## config.mk

```make
export PLATFORM = sky130hd
export DESIGN_NAME = dsa_host_port
export DESIGN_NICKNAME = d
export VERILOG_FILES = /design/src/hdl/dsa_pkg.sv /design/src/hdl/dsa_stream_if.sv /design/src/hdl/dsa_fifo.sv /design/src/hdl/dsa_host_port.sv
export VERILOG_INCLUDE_DIRS = /design/src /design/src/hdl
export SDC_FILE = /design/constraint.sdc
export NUM_CORES = 1
export LEC_CHECK = 0
export BUFFER_PORTS_ARGS = -buffer_cell sky130_fd_sc_hd__buf_2
export CAP_MARGIN = 20
export CORE_ASPECT_RATIO = 1.5
export CORE_MARGIN = 2
export CORE_UTILIZATION = 45
export CTS_CLUSTER_SIZE = 14
export DETAILED_ROUTE_END_ITERATION = 8
export PLACE_DENSITY = 0.69
export RECOVER_POWER = 100
export SLEW_MARGIN = 25
export SYNTH_ARGS = -nofsm -noshare
export SYNTH_HDL_FRONTEND = slang
export SYNTH_SLANG_ARGS = --single-unit
```

## constraint.sdc

```tcl
create_clock -name clk_i -period 2.7 [get_ports clk_i]
set_input_delay 0.54 -clock clk_i [delete_from_list [all_inputs] [get_ports clk_i]]
set_output_delay 0.54 -clock clk_i [all_outputs]
set_load 0.01 [all_outputs]
```

## src/hdl/dsa_map.svh

```systemverilog
// timing counts, pin reset values and pin positions for the dual-sample host port
`ifndef DSA_MAP_SVH
`define DSA_MAP_SVH

`define DSA_CLK_NS        10
`define DSA_T_CONV_NS     400
`define DSA_T_ACQ_NS      250
`define DSA_T_SCLK_HALF_NS 20
`define DSA_T_ERR_NS      40

`define DSA_CONV_CYC ((`DSA_T_CONV_NS + `DSA_CLK_NS - 1) / `DSA_CLK_NS)
`define DSA_ACQ_CYC  ((`DSA_T_ACQ_NS + `DSA_CLK_NS - 1) / `DSA_CLK_NS)
`define DSA_HALF_CYC ((`DSA_T_SCLK_HALF_NS + `DSA_CLK_NS - 1) / `DSA_CLK_NS)
`define DSA_ERR_CYC  ((`DSA_T_ERR_NS + `DSA_CLK_NS - 1) / `DSA_CLK_NS)

`define DSA_PIN_W    12
`define DSA_PIN_RST  12'h106
`define DSA_FIFO_D   4

`define DSA_SERIAL_RESULT_OUT_BIT 8
`define DSA_SCLK_BIT  9
`define DSA_SYNC_BIT  10
`define DSA_ERR_BIT   11

`endif

```

## src/hdl/dsa_pkg.sv

```systemverilog
// types shared by the dual-sample host port
`default_nettype none
package dsa_pkg;
  typedef enum logic [2:0] {CV_IDLE, CV_CONV_A, CV_CONV_B, CV_LATCH, CV_ACQ} dsa_conv_t;
  typedef logic [15:0] dsa_sample_t;
  typedef logic [31:0] dsa_pair_t;
endpackage
`default_nettype wire

```

## src/hdl/dsa_stream_if.sv

```systemverilog
// valid/ready stream between the host port and its result buffer
`timescale 1ns/1ps
`default_nettype none
interface dsa_stream_if #(parameter int W = 32);
  logic [W-1:0] in_data;
  logic         in_valid;
  logic         in_ready;
  logic [W-1:0] out_data;
  logic         out_valid;
  logic         out_ready;
  modport user_mp (output in_data, in_valid, out_ready, input in_ready, out_data, out_valid);
  modport fifo_mp (input in_data, in_valid, out_ready, output in_ready, out_data, out_valid);
endinterface // dsa_stream_if
`default_nettype wire

```

## src/hdl/dsa_fifo.sv

```systemverilog
// result buffer: flip-flop fifo, depth must be a power of two
`timescale 1ns/1ps
`default_nettype none
module dsa_fifo
  import dsa_pkg::*;
#(
  parameter int W = 32,
  parameter int D = 4
) (
  input wire logic     clk_i,
  input wire logic     rst_n_i,
  input wire logic     clk_en_i,
  dsa_stream_if.fifo_mp s
);
  localparam int AW = $clog2(D);
  logic [W-1:0] mem_q [D];
  logic [AW:0]  wp_q;
  logic [AW:0]  rp_q;
  logic         full;
  logic         empty;

  assign full  = (wp_q[AW] != rp_q[AW]) && (wp_q[AW-1:0] == rp_q[AW-1:0]);
  assign empty = (wp_q == rp_q);
  assign s.in_ready  = !full;
  assign s.out_valid = !empty;
  assign s.out_data  = mem_q[rp_q[AW-1:0]];

  always_ff @(posedge clk_i) begin
    if (clk_en_i && s.in_valid && !full) begin
      mem_q[wp_q[AW-1:0]] <= s.in_data;
    end
  end

  always_ff @(posedge clk_i) begin
    if (!rst_n_i) begin
      wp_q <= '0;
      rp_q <= '0;
    end else if (clk_en_i) begin
      if (s.in_valid && !full) begin
        wp_q <= wp_q + 1'b1;
      end
      if (s.out_ready && !empty) begin
        rp_q <= rp_q + 1'b1;
      end
    end
  end
endmodule // dsa_fifo
`default_nettype wire

```

## src/hdl/dsa_host_port.sv

```systemverilog
// dual-sample converter host port: conversion sequencing and parallel/serial readout
`timescale 1ns/1ps
`default_nettype none
`include "dsa_map.svh"

////////////////////////////////////////////////////////////////////////////////
// How it works
// - serial internal-clock mode: bit 10 pin is frame sync
// - normal sync: high during read, low pulse mid
// - inverted sync: low during read, high pulse mid
// - slave read overrun: drop data, pulse error
// - parallel drives upper bits; serial floats 12-15
// - parallel mode: bits 10, 11 are data
// - busy from start until results latched
// - end-of-convert goes low per channel
// - outputs enabled only with select and read low
// - chip select gates external serial clock
// - reset pin aborts conversion, resets all but pin sync and edge detect
// - power-down finishes conversion, blocks new ones
// - start falling edge holds and starts conversion
// - impulse: start held low restarts after acquisition
// - 32-bit result shifted msb first, ordered
// - channel A always converted before B
// - pair select picks input pair
module dsa_host_port
  import dsa_pkg::*;
(
  input  wire logic        clk_i,
  input  wire logic        rst_n_i,
  input  wire logic        clk_en_i,
  input  wire logic        reset_pin_i,
  input  wire logic        power_down_i,
  input  wire logic        impulse_mode_i,
  input  wire logic        convert_start_n_i,
  input  wire logic        input_pair_select_i,
  input  wire logic        channel_order_i,
  input  wire logic        port_format_select_i,
  input  wire logic        clock_source_select_i,
  input  wire logic        frame_sync_invert_i,
  input  wire logic        chip_select_n_i,
  input  wire logic        read_n_i,
  input  wire logic        serial_clk_i,
  input  wire logic [15:0] result_a_i,
  input  wire logic [15:0] result_b_i,
  output logic             hold_o,
  output logic             pair_select_o,
  output logic             low_power_o,
  output logic             busy_o,
  output logic             end_of_convert_n_o,
  output logic [15:0]      data_o,
  output logic [15:0]      data_oe_o
);
  localparam logic [`DSA_PIN_W-1:0] PIN_RST = `DSA_PIN_RST;
  localparam logic [7:0] CONV_LAST = 8'(`DSA_CONV_CYC - 1);
  localparam logic [7:0] ACQ_LAST  = 8'(`DSA_ACQ_CYC - 1);
  localparam logic [7:0] HALF_LAST = 8'(`DSA_HALF_CYC - 1);
  localparam logic [7:0] ERR_LEN   = 8'(`DSA_ERR_CYC);

  function automatic logic bus_on(input logic cs_n, input logic rd_n);
    return !cs_n && !rd_n;
  endfunction

  //////////////////////////////////////////////////////////////////////////////
  // pin synchronisers
  logic [`DSA_PIN_W-1:0] pin_raw;
  logic [`DSA_PIN_W-1:0] pin_m_q;
  logic [`DSA_PIN_W-1:0] pin_s_q;

  assign pin_raw = {reset_pin_i, power_down_i, impulse_mode_i, convert_start_n_i,
                    input_pair_select_i, channel_order_i, port_format_select_i,
                    clock_source_select_i, frame_sync_invert_i, chip_select_n_i,
                    read_n_i, serial_clk_i};

  for (genvar g = 0; g < `DSA_PIN_W; g++) begin : g_sync
    always_ff @(posedge clk_i) begin
      if (!rst_n_i) begin
        pin_m_q[g] <= PIN_RST[g];
        pin_s_q[g] <= PIN_RST[g];
      end else if (clk_en_i) begin
        pin_m_q[g] <= pin_raw[g];
        pin_s_q[g] <= pin_m_q[g];
      end
    end
  end

  logic soft_rst;
  logic pd;
  logic impulse;
  logic convert_start_n_n;
  logic order_b_first;
  logic serial;
  logic ext_src;
  logic inv;
  logic cs_n;
  logic bus_en;
  logic sclk_s;

  assign soft_rst      = pin_s_q[11];
  assign pd            = pin_s_q[10];
  assign impulse       = pin_s_q[9];
  assign convert_start_n_n       = pin_s_q[8];
  assign order_b_first = pin_s_q[6];
  assign serial        = pin_s_q[5];
  assign ext_src       = pin_s_q[4];
  assign inv           = pin_s_q[3];
  assign cs_n          = pin_s_q[2];
  assign bus_en        = bus_on(pin_s_q[2], pin_s_q[1]);
  assign sclk_s        = pin_s_q[0];

  logic convert_start_n_prev_q;
  logic sclk_prev_q;
  logic start_fall;
  logic ext_rise;

  always_ff @(posedge clk_i) begin
    if (!rst_n_i) begin
      convert_start_n_prev_q <= 1'b1;
      sclk_prev_q  <= 1'b0;
    end else if (clk_en_i) begin
      convert_start_n_prev_q <= convert_start_n_n;
      sclk_prev_q  <= sclk_s;
    end
  end

  assign start_fall = convert_start_n_prev_q && !convert_start_n_n;
  assign ext_rise   = !sclk_prev_q && sclk_s && !cs_n;

  //////////////////////////////////////////////////////////////////////////////
  // result buffer
  logic        fifo_rst_n;
  logic        push;
  logic        discard;
  dsa_conv_t   cv_q;
  logic [7:0]  cnt_q;
  dsa_sample_t a_q;
  dsa_sample_t b_q;
  logic        have_q;
  logic        active_q;

  dsa_stream_if #(.W(32)) fifo_if ();

  assign fifo_rst_n        = rst_n_i && !soft_rst;
  assign fifo_if.in_data   = {a_q, b_q};
  assign fifo_if.in_valid  = (cv_q == CV_LATCH);
  assign fifo_if.out_ready = !have_q && !discard;
  assign push              = fifo_if.in_valid && fifo_if.in_ready;
  assign discard           = serial && ext_src && active_q && push;

  dsa_fifo #(.W(32), .D(`DSA_FIFO_D)) u_fifo (
    .clk_i    (clk_i),
    .rst_n_i  (fifo_rst_n),
    .clk_en_i (clk_en_i),
    .s        (fifo_if.fifo_mp)
  );

  //////////////////////////////////////////////////////////////////////////////
  // conversion sequencer
  logic busy_q;
  logic hold_q;
  logic eoc_n_q;
  logic pair_q;
  logic lp_q;

  always_ff @(posedge clk_i) begin
    if (!rst_n_i || soft_rst) begin
      cv_q    <= CV_IDLE;
      cnt_q   <= '0;
      busy_q  <= 1'b0;
      hold_q  <= 1'b0;
      eoc_n_q <= 1'b1;
      a_q     <= '0;
      b_q     <= '0;
    end else if (clk_en_i) begin
      eoc_n_q <= 1'b1;
      case (cv_q)
        CV_IDLE: begin
          if (start_fall && !pd) begin
            cv_q   <= CV_CONV_A;
            cnt_q  <= CONV_LAST;
            busy_q <= 1'b1;
            hold_q <= 1'b1;
          end
        end
        CV_CONV_A: begin
          if (cnt_q == 8'h00) begin
            a_q     <= result_a_i;
            eoc_n_q <= 1'b0;
            cv_q    <= CV_CONV_B;
            cnt_q   <= CONV_LAST;
          end else begin
            cnt_q <= cnt_q - 8'h01;
          end
        end
        CV_CONV_B: begin
          if (cnt_q == 8'h00) begin
            b_q     <= result_b_i;
            eoc_n_q <= 1'b0;
            cv_q    <= CV_LATCH;
          end else begin
            cnt_q <= cnt_q - 8'h01;
          end
        end
        CV_LATCH: begin
          // a full buffer keeps busy high: results are never overwritten
          if (push) begin
            busy_q <= 1'b0;
            hold_q <= 1'b0;
            cv_q   <= CV_ACQ;
            cnt_q  <= ACQ_LAST;
          end
        end
        CV_ACQ: begin
          if (cnt_q != 8'h00) begin
            cnt_q <= cnt_q - 8'h01;
          end else if (impulse && !convert_start_n_n && !pd) begin
            cv_q   <= CV_CONV_A;
            cnt_q  <= CONV_LAST;
            busy_q <= 1'b1;
            hold_q <= 1'b1;
          end else begin
            cv_q <= CV_IDLE;
          end
        end
        default: begin
          cv_q <= CV_IDLE;
        end
      endcase
    end
  end

  // pair select only matters while tracking; the host keeps it still then
  always_ff @(posedge clk_i) begin
    if (!rst_n_i || soft_rst) begin
      pair_q <= 1'b0;
      lp_q   <= 1'b0;
    end else if (clk_en_i) begin
      if (!hold_q) begin
        pair_q <= pin_s_q[7];
      end
      lp_q <= pd && (cv_q == CV_IDLE);
    end
  end

  //////////////////////////////////////////////////////////////////////////////
  // readout: parallel halves, internal-clock master, external-clock slave
  dsa_pair_t  shift_q;
  logic [5:0] bits_q;
  logic       sclk_q;
  logic [7:0] div_q;
  logic       en_prev_q;

  always_ff @(posedge clk_i) begin
    if (!rst_n_i || soft_rst) begin
      shift_q   <= '0;
      bits_q    <= '0;
      have_q    <= 1'b0;
      active_q  <= 1'b0;
      sclk_q    <= 1'b0;
      div_q     <= '0;
      en_prev_q <= 1'b0;
    end else if (clk_en_i) begin
      en_prev_q <= bus_en;
      if (discard) begin
        have_q   <= 1'b0;
        active_q <= 1'b0;
        sclk_q   <= 1'b0;
        bits_q   <= '0;
      end else if (!have_q) begin
        if (fifo_if.out_valid) begin
          shift_q <= order_b_first ? {fifo_if.out_data[15:0], fifo_if.out_data[31:16]}
                                   : fifo_if.out_data;
          have_q  <= 1'b1;
          bits_q  <= '0;
        end
      end else if (!serial) begin
        if (en_prev_q && !bus_en) begin
          shift_q <= {shift_q[15:0], 16'h0000};
          bits_q  <= bits_q + 6'd16;
          if (bits_q == 6'd16) begin
            have_q <= 1'b0;
          end
        end
      end else if (!active_q) begin
        if (bus_en) begin
          active_q <= 1'b1;
          bits_q   <= '0;
          sclk_q   <= 1'b0;
          div_q    <= '0;
        end
      end else if (!ext_src) begin
        // the internal clock pauses while the bus is released
        if (bus_en) begin
          if (div_q == HALF_LAST) begin
            div_q  <= '0;
            sclk_q <= !sclk_q;
            if (sclk_q) begin
              shift_q <= {shift_q[30:0], 1'b0};
              bits_q  <= bits_q + 6'd1;
              if (bits_q == 6'd31) begin
                active_q <= 1'b0;
                have_q   <= 1'b0;
              end
            end
          end else begin
            div_q <= div_q + 8'h01;
          end
        end
      end else if (ext_rise) begin
        shift_q <= {shift_q[30:0], 1'b0};
        bits_q  <= bits_q + 6'd1;
        if (bits_q == 6'd31) begin
          active_q <= 1'b0;
          have_q   <= 1'b0;
        end
      end
    end
  end

  //////////////////////////////////////////////////////////////////////////////
  // frame sync, error pulse and pin drivers
  logic       sync_q;
  logic [7:0] err_cnt_q;
  logic [15:0] data_q;
  logic [15:0] oe_q;

  always_ff @(posedge clk_i) begin
    if (!rst_n_i || soft_rst) begin
      sync_q    <= 1'b0;
      err_cnt_q <= '0;
    end else if (clk_en_i) begin
      // mid-frame gap is the low half clock after the first channel
      sync_q <= (active_q && !(bits_q == 6'd16 && !sclk_q)) ^ inv;
      if (discard) begin
        err_cnt_q <= ERR_LEN;
      end else if (err_cnt_q != 8'h00) begin
        err_cnt_q <= err_cnt_q - 8'h01;
      end
    end
  end

  always_ff @(posedge clk_i) begin
    if (!rst_n_i || soft_rst) begin
      data_q <= '0;
      oe_q   <= '0;
    end else if (clk_en_i) begin
      if (!serial) begin
        data_q <= shift_q[31:16];
        oe_q   <= {16{bus_en}};
      end else begin
        data_q                 <= '0;
        data_q[`DSA_SERIAL_RESULT_OUT_BIT] <= shift_q[31];
        data_q[`DSA_SCLK_BIT]  <= sclk_q;
        data_q[`DSA_SYNC_BIT]  <= sync_q;
        data_q[`DSA_ERR_BIT]   <= (err_cnt_q != 8'h00);
        oe_q                   <= '0;
        oe_q[`DSA_SERIAL_RESULT_OUT_BIT]   <= bus_en;
        oe_q[`DSA_SCLK_BIT]    <= bus_en && !ext_src;
        oe_q[`DSA_SYNC_BIT]    <= bus_en && !ext_src;
        oe_q[`DSA_ERR_BIT]     <= bus_en && ext_src;
      end
    end
  end

  assign hold_o             = hold_q;
  assign pair_select_o      = pair_q;
  assign low_power_o        = lp_q;
  assign busy_o             = busy_q;
  assign end_of_convert_n_o = eoc_n_q;
  assign data_o             = data_q;
  assign data_oe_o          = oe_q;
endmodule // dsa_host_port
`default_nettype wire

```

* Word level (Yosys, flattened, before mapping)
Memory sizes are Yosys's and may differ from the RTL's. A register that Yosys moved wholly into a read port is not among the register bits.
Cells that the tools add are included.
** Storage, ports and cells
- Register bits :: 170
- Latch bits :: 0
- Bits in writable memories :: 128
- Memory bits (read-only) :: 0
- Input port bits :: 47
- Output and inout port bits :: 37
- Word-level logic and storage cells :: 240
- Memories kept :: 1
** Operators by class
- Add/sub/neg operators :: 7
- Multipliers :: 0
- Div/mod/pow operators :: 0
- Magnitude comparators :: 0
- Eq/ne operators :: 35
- Shift operators :: 0
- Muxes and demuxes :: 83
- Bitwise operators :: 3
- Reduce and logical (&&, ||, !) cells :: 64
** Memories
- u_fifo.mem_q :: words 4, width 32, rd ports 1, clocked after memory_dff 1, write ports 1, RTL line dsa_fifo.sv:16 : logic [W-1:0] mem_q [D];
** Operators with widths (number)
- $mux 32 :: 11
- $mux 8 :: 13
- $mux 6 :: 12
- $pmux 8 s5 :: 1
- $mux 1 :: 35
- $mux 16 :: 2
- $reduce_and 6->1 :: 5
- $logic_and 1x1->1 :: 23
- $ne 2x2->1 const B :: 9
- $reduce_bool 8->1 :: 2
- $sub 8x1->8 const B :: 2
- $logic_not 1->1 :: 15
- $mux 3 :: 5
- $pmux 3 s5 :: 1
- $eq 6x5->1 const B :: 2
- $ne 4x3->1 const B :: 3
- $ne 6x5->1 const B :: 2
- $ne 3x2->1 const B :: 3
- $ne 3x3->1 const B :: 3
- $reduce_and 3->1 :: 3
- $reduce_and 9->1 :: 1
- $add 8x1->8 const B :: 1
- $eq 8x1->1 const B :: 1
- $logic_not 8->1 :: 1
- 25 further kinds :: 36

* Depth between registers and ports, before layout
Gate-level depths: netlist of the first run.
- Depth after elaboration :: 11
- Gate-level depth with buffers :: 9
- Depth with buffers taken out :: 7

* Hierarchy
A second synthesis of the first run with hierarchy kept.
** Unflattened totals
- Cells, all modules :: 1065
- Area, all modules :: 12699.7 µm²
** Modules (own cells, without submodules)
- dsa_host_port :: instances 1, cells each 828, area each 7479.7 µm², sequential area each 3022.9 µm²
- dsa_fifo :: instances 1, cells each 237, area each 5220.0 µm², sequential area each 4003.8 µm²

* Worst setup path after synthesis of the first run
No wires, ideal clock.
- Path kind :: register to register
- Start :: reg cv_q[1]
- End :: mem u_fifo.mem_q[3][0] (enable)
- Setup time :: 394 ps
- Arrival :: 2038 ps
- Data required time :: 2306 ps
- Slack :: 269 ps
- Stages on the path, launching flop included :: 5
- Buffers on the path :: 1
- Clock period less this slack :: 2431 ps
- Path through :: dfxtp_1 -> clkbuf_1 -> nand4b_1 -> a31oi_1 -> and2_1
** Between the ends
- Cells in the longest elaborated chain, start to end :: 5
** RTL lines
- from (decl) :: RTL line dsa_host_port.sv:133 : dsa_conv_t cv_q;
- from (signal assigned) :: RTL line dsa_host_port.sv:166 : cv_q <= CV_IDLE;
- from (signal assigned) :: RTL line dsa_host_port.sv:178 : cv_q <= CV_CONV_A;
- from (signal assigned) :: RTL line dsa_host_port.sv:188 : cv_q <= CV_CONV_B;
- $eq 3x2->1 :: RTL line dsa_host_port.sv:144 : assign fifo_if.in_valid = (cv_q == CV_LATCH);
- $logic_and 1x1->1 (2 in series) :: RTL line dsa_fifo.sv:29 : if (clk_en_i && s.in_valid && !full) begin
- $mux 1 :: RTL line dsa_fifo.sv:29
- $mux 1 (implied by the code) :: RTL line dsa_fifo.sv:30 : mem_q[wp_q[AW-1:0]] <= s.in_data;
- to (decl) :: RTL line dsa_fifo.sv:16
Every way passes these cells.

* Worst setup path after layout of the first run
- Start :: reg cnt_q[0]
- End :: reg a_q[1]
** Between the ends
- Cells in the longest elaborated chain, start to end :: 2
** RTL lines
- from (decl) :: RTL line dsa_host_port.sv:134 : logic [7:0] cnt_q;
- from (signal assigned) :: RTL line dsa_host_port.sv:191 : cnt_q <= cnt_q - 8'h01;
- from (signal assigned) :: RTL line dsa_host_port.sv:200 : cnt_q <= cnt_q - 8'h01;
- from (signal assigned) :: RTL line dsa_host_port.sv:214 : cnt_q <= cnt_q - 8'h01;
- $logic_not 8->1 :: RTL line dsa_host_port.sv:185 : if (cnt_q == 8'h00) begin
- $reduce_and 3->1 (no source line)
- to (signal assigned) :: RTL line dsa_host_port.sv:186 : a_q <= result_a_i;
- to (decl) :: RTL line dsa_host_port.sv:135 : dsa_sample_t a_q;
Every way passes these cells.
A chain may end at the register's enable or synchronous reset.

==> results of run 1 <==
==> worst max-delay path: stages (launching register included) <==
cell and delay (ns):
sky130_fd_sc_hd__dfxtp_1 0.34, sky130_fd_sc_hd__inv_1 0.08, sky130_fd_sc_hd__ha_1 0.18, sky130_fd_sc_hd__or4b_1 0.53
sky130_fd_sc_hd__or2_0 0.31, sky130_fd_sc_hd__or3_1 0.36, sky130_fd_sc_hd__clkbuf_4 0.30, sky130_fd_sc_hd__mux2i_1 0.23
sky130_fd_sc_hd__nor2_1 0.06
==> kinds of logic (layout without fill, tap and decap cells) <==
| kind of cell | count (synthesis) | after routing |
|---|---|---|
| AO/OA/AOI/OAI | 208 | 208 |
| XOR/XNOR | 18 | 18 |
| buffers and inverters | 99 | 178 |
| AND/OR/NAND/NOR | 282 | 282 |
| adder cells (fa/ha/maj) | 12 | 12 |
| multiplexers | 129 | 129 |
| flip-flops | 287 | 287 |
==> cell type report <==
type                    count  area, um^2  area share
flip-flops and latches    287        7030      0.5073
multi-input cells         649        4886      0.3526
clock buffers              37       733.2     0.05291
repair buffers            111       558.0     0.04027
well taps                 342       427.9     0.03088
clock inverters            13       158.9     0.01147
inverters                  17       63.81    0.004605
==> through the flow <==
stage          hold slack (ns)    util  cell area, um^2
2_1_floorplan           0.4411       -            12400
3_3_place_gp            0.4556  0.4815            13110
3_5_place_dp            0.4516  0.4815            13110
4_1_cts                 0.1964  0.5143            14000
5_1_grt                 0.2036  0.5091            13860
6_report                0.2135  0.5091            13860
==> where the power goes <==
part           internal (mW)  switching [mW]  leakage [nW]
Sequential              4.53          0.0300          2.54
Combinational          0.112           0.164          2.12
Clock                   2.20            1.60         0.425
Total                   6.84            1.79          5.08
==> per-layer routing <==
metal / routed length, um / vias up / track usage
met4: 641 / 0 / 0.05310
met2: 12300 / 149 / 0.2907
met5: 0 / - / 0
met1: 11010 / 3929 / 0.2279
met3: 913 / 45 / 0.02284
li1: - / 3979 / -
==> sequential cells by signal (all words and copies together) (netlist names), 2 cells and up, named ones only <==
name	cells
cv_q	3
pin_m_q	12
div_q	8
cnt_q	8
pin_s_q	2
data_o	16
err_cnt_q	8
a_q	16
bits_q	6
shift_q	32
u_fifo.wp_q	3
u_fifo.rp_q	3
b_q	16
u_fifo.mem_q	128
data_oe_o	4
==> synth_stat cells, types with 30 or more instances <==
cell,n
sky130_fd_sc_hd__clkbuf_1,50
sky130_fd_sc_hd__a21oi_1,49
sky130_fd_sc_hd__edfxtp_1,128
sky130_fd_sc_hd__a22o_1,31
sky130_fd_sc_hd__mux4_2,32
sky130_fd_sc_hd__nor2_1,92
sky130_fd_sc_hd__a211oi_1,30
sky130_fd_sc_hd__mux2i_1,97
sky130_fd_sc_hd__o21ai_0,35
sky130_fd_sc_hd__nand2_1,41
sky130_fd_sc_hd__dfxtp_1,159
sky130_fd_sc_hd__nor2b_1,38
==> final timing paths <==
path | start | slack (ns) | to | cells after the start
worst min-delay path | convert_start_n_i | 0.21 | pin_m_q[8] | 3
worst max register to register | cnt_q[0] | 0.17 | a_q[1] | 8
worst max-delay path | cnt_q[0] | 0.17 | a_q[1] | 8
worst min register to register | data_oe_o[11] | 0.46 | data_oe_o[11] | 2
==> implementation parameters, run 1 <==
Parameter                              Value

Setup path
  Crit start category ... flip-flop
  Sort of element at the end of the critical path ... flip-flop
  Required time reported for the critical path endpoint ... 3.12 ns
  WP data arrival ... 2.95 ns
  Worst Setup Path Type ... reg2reg
  Critical path peak fanout ... 17

GRT
  Number of global-route vias before repair ... 7823
  First-pass GRT wire length ... 41030 um
  Largest net degree at the start of global routing ... 65
  GRT Total Usage ... 0.1709
  Initial antenna violation count ... 0
  Total congestion overflow ... 0

Timing
  Count of final hold-check violations ... 0
  Max transition margin ... 0.1582
  Final Critical Period ... 2.534 ns
  Pins over their slew limit ... 0
  Actual slew at the worst max-slew pin ... 1.263 ns
  Smallest setup slack after layout ... 0.1664 ns
  Tcrit/Tclk final ... 0.9384
  Final Setup Violations ... 0
  Layout Skew ... 0.007750 ns
  Final TNS setup ... 0 ns
  Peak Freq ... 394.7 MHz
  Setup repair after global routing missed its margin ... false

Clock tree
  Cts bufs inserted ... 27
  CTS Root Buffer Type ... sky130_fd_sc_hd__clkbuf_16
  Post-CTS setup buffers ... 0
  Buffer depth of the longest clock path ... 3
  Clock slew at the register clock pins of the worst setup and hold paths ... 0.06 ns
  CTS tree ... done
  Deepest level of the CTS H-tree ... 1
  Post-cts hold buffer count ... 0
  Quantity of gates resized following cts ... 0
  Num Clock Sinks ... 287
  Latest clock arrival within the worst-skew pair ... 0.55 ns

Drt
  Post-DRT Antenna Nets ... 0
  Count of vias placed by the detailed router ... 8102
  Number of detailed-routing iterations run before antenna repair ... 4
  Violation count after the first detailed-route iteration ... 407
  Detail-routed via count per cell ... 5.565
  Residual DRC ... 0
  Routed wire length per instance ... 17.08 um
  Drt total wl ... 24870 um

Floorplanning
  DIE WIDTH ... 139.6 um
  Ports ... 84
  Overall die area ... 0.02894 mm^2
  Starting density of the core ... 0.4557
  Die height ... 207.3 um
  Placeable core region ... 0.02722 mm^2
  Number of placement rows ... 74

Yosys
  Area fraction in compound gates after synthesis ... 0.1145
  Main combinational cell family by area after synthesis ... multiplexers
  Mean area per synthesized cell ... 11.98 um^2
  Summed instance area of the synthesized netlist ... 0.01240 mm^2
  Synth Area in Adders ... 0.01210
  Async SR Flop Fraction ... 0
  Post-synthesis mux area share ... 0.1364
  Post-Syn Instances ... 1035
  Area share of the largest cell type after synthesis ... 0.3099
  Unique masters post-synth ... 71
  Top post-synthesis cells by area ... sky130_fd_sc_hd__edfxtp_1, sky130_fd_sc_hd__dfxtp_1, sky130_fd_sc_hd__mux2i_1, sky130_fd_sc_hd__mux4_2, sky130_fd_sc_hd__nor2_1
  Cell type with the largest total area after synthesis ... sky130_fd_sc_hd__edfxtp_1
  Number of flops mapped to enable cells by yosys ... 128
  Xor and xnor area share after synthesis ... 0.01271
  Synthesis Warnings ... 0
  Proportion of synthesized chip area in sequential cells ... 0.5665
  Main flop type after synthesis ... sky130_fd_sc_hd__dfxtp_1
  FF+latch count, synth ... 287
  Simple logic cell fraction of the synthesized area ... 0.1184
  Synthesized netlist net count ... 1094

Finish
  Commonest cells after routing, fill and taps aside ... sky130_fd_sc_hd__dfxtp_1, sky130_fd_sc_hd__edfxtp_1, sky130_fd_sc_hd__mux2i_1, sky130_fd_sc_hd__nor2_1
  Count of inserted antenna diode cells ... 0
  Fillers ... 2426
  Number of nets in the finished design ... 1152
  Layout cells sized above 1 ... 0.1490
  Synth-to-Final Area Change ... 11.72%
  Post-Layout Cell Count ... 1456
  Most frequent standard cell in the layout excluding fill and tap cells ... sky130_fd_sc_hd__dfxtp_1

Hold path
  Class of the most critical hold timing path ... in2reg

Status
  Outcome ... completed

Placed design
  Final HPWL DP ... 16740 um
  Number of placed instances, taps included ... 1406
  Gp weighted congestion ... 0.8291
  Buffers on Ports ... 83
  Worst setup timing slack at the placement stage ... 0.2245 ns

Power and ir drop
  VDD IR max ... 0.0006297 V
  Power per cell area ... 623.4 mW/mm^2
  Pleak ... 5.080 nW
  PnR Total Power ... 8.639 mW

Flow run
  Maximum Capacitance Violations ... 0
Power figures use the tool's default switching activity.
==> run 2, diff against run 1 <==
- ABC_AREA: default -> 1
==> run 2 against run 1 <==
  * Clock skew grew 0.0030 ns
  * Utilization decreased by 0.48 points
  * Cell area rose by 3.8%
  * Combinational power rose to 4.1 times the previous value
  * Wire length increased by 18%
  * Critical path type unchanged
  * Clock power increased by 6.3%
  * First-iteration DRC count grew 70%
  * Clock-buffer cell count rose by 5
  * Highest routed layer unchanged
  * Largest cell class unchanged
  * Critical path depth unchanged
==> implementation parameters, run 2 <==
Parameter                              Value

Clock tree
  CTS tree ... done
  Cts bufs inserted ... 28 (+3.7%)
  Deepest level of the CTS H-tree ... 1 (unchanged)
  Post-cts hold buffer count ... 0 (unchanged)
  Num Clock Sinks ... 287 (unchanged)
  Post-CTS setup buffers ... 0 (unchanged)
  CTS Root Buffer Type ... sky130_fd_sc_hd__clkbuf_16
  Buffer depth of the longest clock path ... 3 (unchanged)
  Clock slew at the register clock pins of the worst setup and hold paths ... 0.07 ns (about the same)
  Quantity of gates resized following cts ... 0 (unchanged)
  Latest clock arrival within the worst-skew pair ... 0.55 ns (about the same)

Power and ir drop
  Power per cell area ... 689.6 mW/mm^2 (+11%)
  Pleak ... 5.503 nW (+8.3%)
  VDD IR max ... 0.0005100 V (-19%)
  PnR Total Power ... 9.922 mW (+15%)

Yosys
  Synthesis Warnings ... 0 (unchanged)
  Synth Area in Adders ... 0.01159 (-0.0005177)
  Leading cell type by number of instances after synthesis ... sky130_fd_sc_hd__nand2_1
  Xor and xnor area share after synthesis ... 0.008690 (-0.004020)
  Leading post-synthesis cells by instance count ... sky130_fd_sc_hd__nand2_1, sky130_fd_sc_hd__nand3_1, sky130_fd_sc_hd__nor2_1, sky130_fd_sc_hd__dfxtp_1, sky130_fd_sc_hd__edfxtp_1
  Mean area per synthesized cell ... 8.254 um^2 (-31%)
  Simple logic cell fraction of the synthesized area ... 0.2675 (+0.1490)
  Async SR Flop Fraction ... 0 (unchanged)
  Cell type with the largest total area after synthesis ... sky130_fd_sc_hd__edfxtp_1
  Post-Syn Instances ... 1570 (+52%)
  Main combinational cell family by area after synthesis ... simple AND/OR/NAND/NOR gates
  Proportion of synthesized chip area in sequential cells ... 0.5422 (-0.02423)
  Unique masters post-synth ... 46 (-35%)
  Area share of the largest cell type after synthesis ... 0.2966 (-0.01325)
  Synthesized netlist net count ... 1629 (+49%)
  Area fraction in compound gates after synthesis ... 0.09221 (-0.02228)
  Main flop type after synthesis ... sky130_fd_sc_hd__dfxtp_1
  Number of flops mapped to enable cells by yosys ... 128 (unchanged)
  Summed instance area of the synthesized netlist ... 0.01296 mm^2 (+4.5%)
  FF+latch count, synth ... 287 (unchanged)
  Top post-synthesis cells by area ... sky130_fd_sc_hd__edfxtp_1, sky130_fd_sc_hd__dfxtp_1, sky130_fd_sc_hd__nand2_1, sky130_fd_sc_hd__nand3_1, sky130_fd_sc_hd__nor2_1
  Post-synthesis mux area share ... 0 (-0.1364)

Flow run
  Maximum Capacitance Violations ... 0 (unchanged)

Finish
  Commonest cells after routing, fill and taps aside ... sky130_fd_sc_hd__nand2_1, sky130_fd_sc_hd__nand3_1, sky130_fd_sc_hd__nor2_1, sky130_fd_sc_hd__dfxtp_1, sky130_fd_sc_hd__edfxtp_1
  Flip-flop count of the largest register after layout ... 128 (unchanged)
  Final Core Density ... 0.5043 (-0.004759)
  Post-Layout Cell Count ... 1983 (+36%)
  Synth-to-Final Area Change ... 11.03%
  Layout cells sized above 1 ... 0.08578 (-0.06323)
  Number of nets in the finished design ... 1669 (+45%)
  Fillers ... 2741 (+13%)
  Count of inserted antenna diode cells ... 0 (unchanged)
  Final design area excluding fillers ... 0.01439 mm^2 (+3.8%)
  Area taken by multi-input logic gates ... 0.004915 mm^2 (+0.59%)
  Most frequent standard cell in the layout excluding fill and tap cells ... sky130_fd_sc_hd__nand2_1
  Area used by sequential logic in the layout ... 0.007028 mm^2 (about the same)

Placed design
  Buffers on Ports ... 83 (unchanged)
  Worst setup timing slack at the placement stage ... 0.6287 ns (+0.4042 ns)
  Area post-placement ... 0.01355 mm^2 (+3.3%)
  Gp weighted congestion ... 0.8581 (+3.5%)
  Number of placed instances, taps included ... 1931 (+37%)
  Final HPWL DP ... 18600 um (+11%)

GRT
  GRT Total Usage ... 0.1976 (+0.02672)
  First-pass GRT wire length ... 48320 um (+18%)
  Routing layer with the top usage in global route ... met2
  Met1 Use GR ... 0.2419 (+0.01395)
  Number of global-route vias before repair ... 9673 (+24%)
  Total congestion overflow ... 0 (unchanged)
  Met3 Use GR ... 0.02624 (+0.003401)
  Met2 capacity usage during global routing ... 0.3533 (+0.06255)
  Largest net degree at the start of global routing ... 95 (+46%)
  Initial antenna violation count ... 0 (unchanged)

Setup path
  Worst Setup Path Type ... reg2reg
  Slowest library cell on the worst path ... sky130_fd_sc_hd__o21ai_0
  WP data arrival ... 2.75 ns (-0.20 ns)
  Cell type group with the largest total delay on the critical path ... compound AO/OA/AOI/OAI gates
  Crit start category ... flip-flop
  Chain of cells forming the critical path ... nand2_2 > clkinv_2 > nand2_1 > nor2_4 > inv_1 > o21ai_0 > nor2_1 > o21a_1
  Critical path peak fanout ... 18 (+1)
  Sort of element at the end of the critical path ... flip-flop
  Largest stage delay, worst path ... 0.60 ns (+0.07 ns)
  Critical path buffer and inverter count ... 2 (unchanged)
  Required time reported for the critical path endpoint ... 3.14 ns (+0.02 ns)

Floorplanning
  Starting density of the core ... 0.4543 (-0.001436)
  Placeable core region ... 0.02853 mm^2 (+4.8%)
  Overall die area ... 0.03020 mm^2 (+4.4%)
  DIE WIDTH ... 142.6 um (+2.1%)
  Number of placement rows ... 76 (+2.7%)
  Ports ... 84 (unchanged)
  Die height ... 211.8 um (+2.2%)

Timing
  Final Critical Period ... 2.315 ns (-0.2181 ns)
  Count of final hold-check violations ... 0 (unchanged)
  Peak Freq ... 431.9 MHz (+9.4%)
  Max transition margin ... 0.2591 (+0.1009)
  Layout Skew ... 0.01072 ns (+0.002975 ns)
  Smallest setup slack after layout ... 0.3846 ns (+0.2181 ns)
  Final TNS setup ... 0 ns (unchanged)
  Setup repair after global routing missed its margin ... false
  Worst hold margin ... 0.2007 ns (-0.01277 ns)
  Actual slew at the worst max-slew pin ... 1.111 ns (-0.1514 ns)
  Tcrit/Tclk final ... 0.8576 (-0.08079)
  Pins over their slew limit ... 0 (unchanged)
  Final Setup Violations ... 0 (unchanged)

Status
  Outcome ... completed

Drt
  Routed wire length per instance ... 14.83 um (-13%)
  Drt total wl ... 29400 um (+18%)
  Violation count after the first detailed-route iteration ... 690 (+70%)
  Post-DRT Antenna Nets ... 0 (unchanged)
  Number of detailed-routing iterations run before antenna repair ... 5 (+1)
  Residual DRC ... 0 (unchanged)
  Count of vias placed by the detailed router ... 10390 (+28%)
  Detail-routed via count per cell ... 5.241 (-5.8%)

Hold path
  Class of the most critical hold timing path ... in2reg
run 2: per-layer routing:
layer | share of wire | up-vias
li1 | - | 5260
met2 | 0.50 | 314
met3 | 0.052 | 60
met4 | 0.031 | 0
met5 | 0 | -
met1 | 0.42 | 4759
run 2: path summary, 6_finish.rpt:
| path | startpoint | to | slack, ns | cells past startpoint |
|---|---|---|---|---|
| worst max-delay path | have_q | div_q[4] | 0.38 | 8 |
| worst min-delay path | read_n_i | pin_m_q[1] | 0.20 | 3 |
| worst max register to register | have_q | div_q[4] | 0.38 | 8 |
| worst min register to register | pin_m_q[8] | pin_m_q[8] | 0.47 | 2 |
run 2: power by group:
part           internal [mW]  leakage (nW)  switching (mW)
Sequential              4.65          2.48           0.107
Combinational          0.389          2.56           0.729
Clock                   2.41         0.472            1.63
run 2: cell families (layout without fill, tap and decap cells):
group                      count (synthesis)  after routing
AOI/OAI and AO/OA                        228            228
xor gates and xnor gates                  12             12
adders and majority gates                 12             12
buffers and inverters                    226            288
DFF                                      287            287
and+or+nand+nor                          805            805
run 2: worst register-to-register path, cell delays in order, from the launching register on:
cell,delay (ns)
sky130_fd_sc_hd__dfxtp_1,0.49
sky130_fd_sc_hd__nand2_2,0.15
sky130_fd_sc_hd__clkinv_2,0.27
sky130_fd_sc_hd__nand2_1,0.15
sky130_fd_sc_hd__nor2_4,0.17
sky130_fd_sc_hd__inv_1,0.15
sky130_fd_sc_hd__o21ai_0,0.60
sky130_fd_sc_hd__nor2_1,0.09
sky130_fd_sc_hd__o21a_1,0.14
run 2: cell type report:
type,instances,area share
inverter,131,0.03444
timing repair buffer,105,0.03696
tap,351,0.03052
clock inverter,10,0.007740
clock buffer,42,0.06027
sequential,287,0.4885
multi-input combinational,1057,0.3416
==> run 3, diff against run 2 <==
- GPL_TIMING_DRIVEN: default -> 0
- clock period: 2.7 -> 2.92 ns (I/O delays scaled with it)
==> run 3 against run 2 <==
  * Clock power decreased by 5.2%
  * Critical path type unchanged
  * Flip-flop and latch count is the same
  * Critical path depth down 3
  * Highest routed layer unchanged
  * Setup slack got worse by 0.0046 ns
  * Clock skew grew 0.010 ns
  * Largest power group unchanged
  * Wire length increased by 18%
  * Die area is the same
  * Global-route usage is 3.4 points higher
  * Via count up 4.3%
==> implementation parameters, run 3 (same netlist as run 2, synthesis figures left out) <==
Parameter                              Value

GRT
  Initial antenna violation count ... 0 (unchanged)
  Number of global-route vias before repair ... 10550 (+9.0%)
  First-pass GRT wire length ... 54680 um (+13%)
  Largest net degree at the start of global routing ... 27 (-72%)
  GRT Total Usage ... 0.2319 (+0.03429)
  Total congestion overflow ... 0 (unchanged)

Power and ir drop
  Power per cell area ... 631.4 mW/mm^2 (-8.4%)
  Pleak ... 5.758 nW (+4.6%)
  Internal power contribution ... 6.936 mW (-7.0%)
  Power spent charging and discharging nets ... 2.408 mW (-2.4%)
  VDD IR max ... 0.0004322 V (-15%)
  Relative contribution of combinational cells to total power ... 0.120 (+0.007)
  Switching share of power ... 0.2577 (+0.009065)
  Clock network fraction of total power ... 0.409 (about the same)
  Sequential power share ... 0.471 (-0.009)
  PnR Total Power ... 9.344 mW (-5.8%)

Timing
  Actual slew at the worst max-slew pin ... 0.8415 ns (-0.2698 ns)
  Tcrit/Tclk final ... 0.8699 (+0.01229)
  Max transition margin ... 0.4390 (+0.1799)
  Pins over their slew limit ... 0 (unchanged)
  Final Critical Period ... 2.540 ns (+0.2246 ns)
  Worst hold margin ... 0.2230 ns (+0.02227 ns)
  Layout Skew ... 0.02086 ns (+0.01014 ns)
  Final Setup Violations ... 0 (unchanged)
  Peak Freq ... 393.7 MHz (-8.8%)
  Setup repair after global routing missed its margin ... false
  Count of final hold-check violations ... 0 (unchanged)

Floorplanning
  DIE WIDTH ... 142.6 um (unchanged)
  Die height ... 211.8 um (unchanged)
  Starting density of the core ... 0.4543 (unchanged)
  Number of placement rows ... 76 (unchanged)
  Overall die area ... 0.03020 mm^2 (unchanged)
  Ports ... 84 (unchanged)
  Placeable core region ... 0.02853 mm^2 (unchanged)

Finish
  Synth-to-Final Area Change ... 14.20%
  Most frequent standard cell in the layout excluding fill and tap cells ... sky130_fd_sc_hd__nand2_1
  Count of inserted antenna diode cells ... 0 (unchanged)
  Layout cells sized above 1 ... 0.1012 (+0.01539)
  Number of nets in the finished design ... 1747 (+4.7%)
  Flip-flop count of the largest register after layout ... 128 (unchanged)
  Commonest cells after routing, fill and taps aside ... sky130_fd_sc_hd__nand2_1, sky130_fd_sc_hd__nand3_1, sky130_fd_sc_hd__nor2_1, sky130_fd_sc_hd__dfxtp_1, sky130_fd_sc_hd__edfxtp_1

Clock tree
  CTS tree ... done
  Num Clock Sinks ... 287 (unchanged)
  CTS Root Buffer Type ... sky130_fd_sc_hd__clkbuf_16
  Latest clock arrival within the worst-skew pair ... 0.57 ns (+0.02 ns)
  Clock slew at the register clock pins of the worst setup and hold paths ... 0.06 ns (about the same)
  Cts bufs inserted ... 28 (unchanged)
  Deepest level of the CTS H-tree ... 1 (unchanged)
  Buffer depth of the longest clock path ... 3 (unchanged)
  Post-cts hold buffer count ... 0 (unchanged)
  Quantity of gates resized following cts ... 0 (unchanged)
  Post-CTS setup buffers ... 0 (unchanged)

Setup path
  Critical path endpoint ... bits_q[1]
  Setup slack of the most critical reg-to-reg path ... 0.38 ns (about the same)
  Worst flop-to-flop path endpoint ... bits_q[1]
  Crit start category ... flip-flop
  Sort of element at the end of the critical path ... flip-flop
  Required time reported for the critical path endpoint ... 3.41 ns (+0.27 ns)
  Critical path peak fanout ... 10 (-8)
  Worst Setup Path Type ... reg2reg
  Worst Reg2Reg Path Length in Cells ... 5 (-3)
  Launch point of the worst reg-to-reg path ... soft_rst
  WP data arrival ... 3.03 ns (+0.28 ns)
  Worst setup startpoint ... soft_rst

Drt
  Drt total wl ... 34760 um (+18%)
  WL met1 ... 13610 um (+11%)
  Routed wire length per instance ... 16.87 um (+14%)
  Number of detailed-routing iterations run before antenna repair ... 6 (+1)
  Total met3 wirelength after detailed routing ... 1783 um (+17%)
  Detail-routed via count per cell ... 5.260 (+0.35%)
  Met2 Wirelength ... 18320 um (+25%)
  Post-DRT Antenna Nets ... 0 (unchanged)
  Violation count after the first detailed-route iteration ... 867 (+26%)
  Residual DRC ... 0 (unchanged)
  Count of vias placed by the detailed router ... 10840 (+4.3%)
  Top layer in use ... met4

Hold path
  Class of the most critical hold timing path ... in2reg

Status
  Outcome ... completed

Placed design
  Gp weighted congestion ... 0.8930 (+4.1%)
  Buffers on Ports ... 83 (unchanged)
  Final HPWL DP ... 25130 um (+35%)

Flow run
  Maximum Capacitance Violations ... 0 (unchanged)
## run 3: cell count changes in the layout (fill, tap and decap cells not counted), sizes merged
cell      before  now
bufinv         2    5
clkbuf        87  126
buf           60   92
clkinvlp       3    0
clkinv         6   13
## run 3: worst max-delay path, stage by stage, from the launching register on
cell,delay [ns]
sky130_fd_sc_hd__dfxtp_1,0.31
sky130_fd_sc_hd__nor2_1,0.58
sky130_fd_sc_hd__clkbuf_1,0.65
sky130_fd_sc_hd__clkbuf_1,0.69
sky130_fd_sc_hd__nand2_1,0.11
sky130_fd_sc_hd__nor2_1,0.11
## run 3: how the worst min path moves through the flow
| stage | start | cells past startpoint | end |
|---|---|---|---|
| final | chip_select_n_i | 3 | pin_m_q[2] |
| after floorplan | pin_m_q[2] | 2 | pin_m_q[2] |
| after global routing | channel_order_i | 3 | pin_m_q[6] |
| after CTS | chip_select_n_i | 3 | pin_m_q[2] |
| after global placement | pin_m_q[1] | 2 | pin_m_q[1] |
| after detailed placement | pin_m_q[2] | 2 | pin_m_q[2] |
## run 3: power groups by stage
stage          clock (mW)  sequential (mW)  combinational (mW)
6_report             3.83             4.40                1.12
5_1_grt              4.02             4.41                1.27
4_1_cts              3.88             4.40                1.12
3_5_place_dp            0             4.49                1.12
3_3_place_gp            0             4.48                1.09
2_1_floorplan           0             4.46               0.810
## run 3: metrics by stage
step                cell area (um^2)  std cells  setup slack (ns)    util  TNS (ns)
detailed placement             13950       2009            0.1455  0.4890         0
finish                         14800       2061            0.3800  0.5188         0
global route                   14800       2061            0.2444  0.5188         0
floorplan                      12960       1570           0.01670       -         0
global placement               13810       2004            -1.441  0.4842   -137.52
CTS                            14920       2061            0.4971  0.5232         0
## run 3: cell type report
| cell class | count | area [um^2] |
|---|---|---|
| clock inverter | 17 | 226.5 |
| buffer | 95 | 464.2 |
| fill | 2729 | 13730 |
| timing repair buffer | 88 | 500.5 |
| sequential | 287 | 7027 |
| tap | 351 | 439.2 |
| clock buffer | 35 | 747.0 |
| multi-input combinational | 1057 | 4897 |
| inverter | 131 | 498.0 |
## run 3: routing by layer
layer | vias up | track usage
li1 | 5419 | -
met1 | 5000 | 0.2581
met2 | 344 | 0.4425
met3 | 77 | 0.02873
met4 | 0 | 0.09047
met5 | - | 0
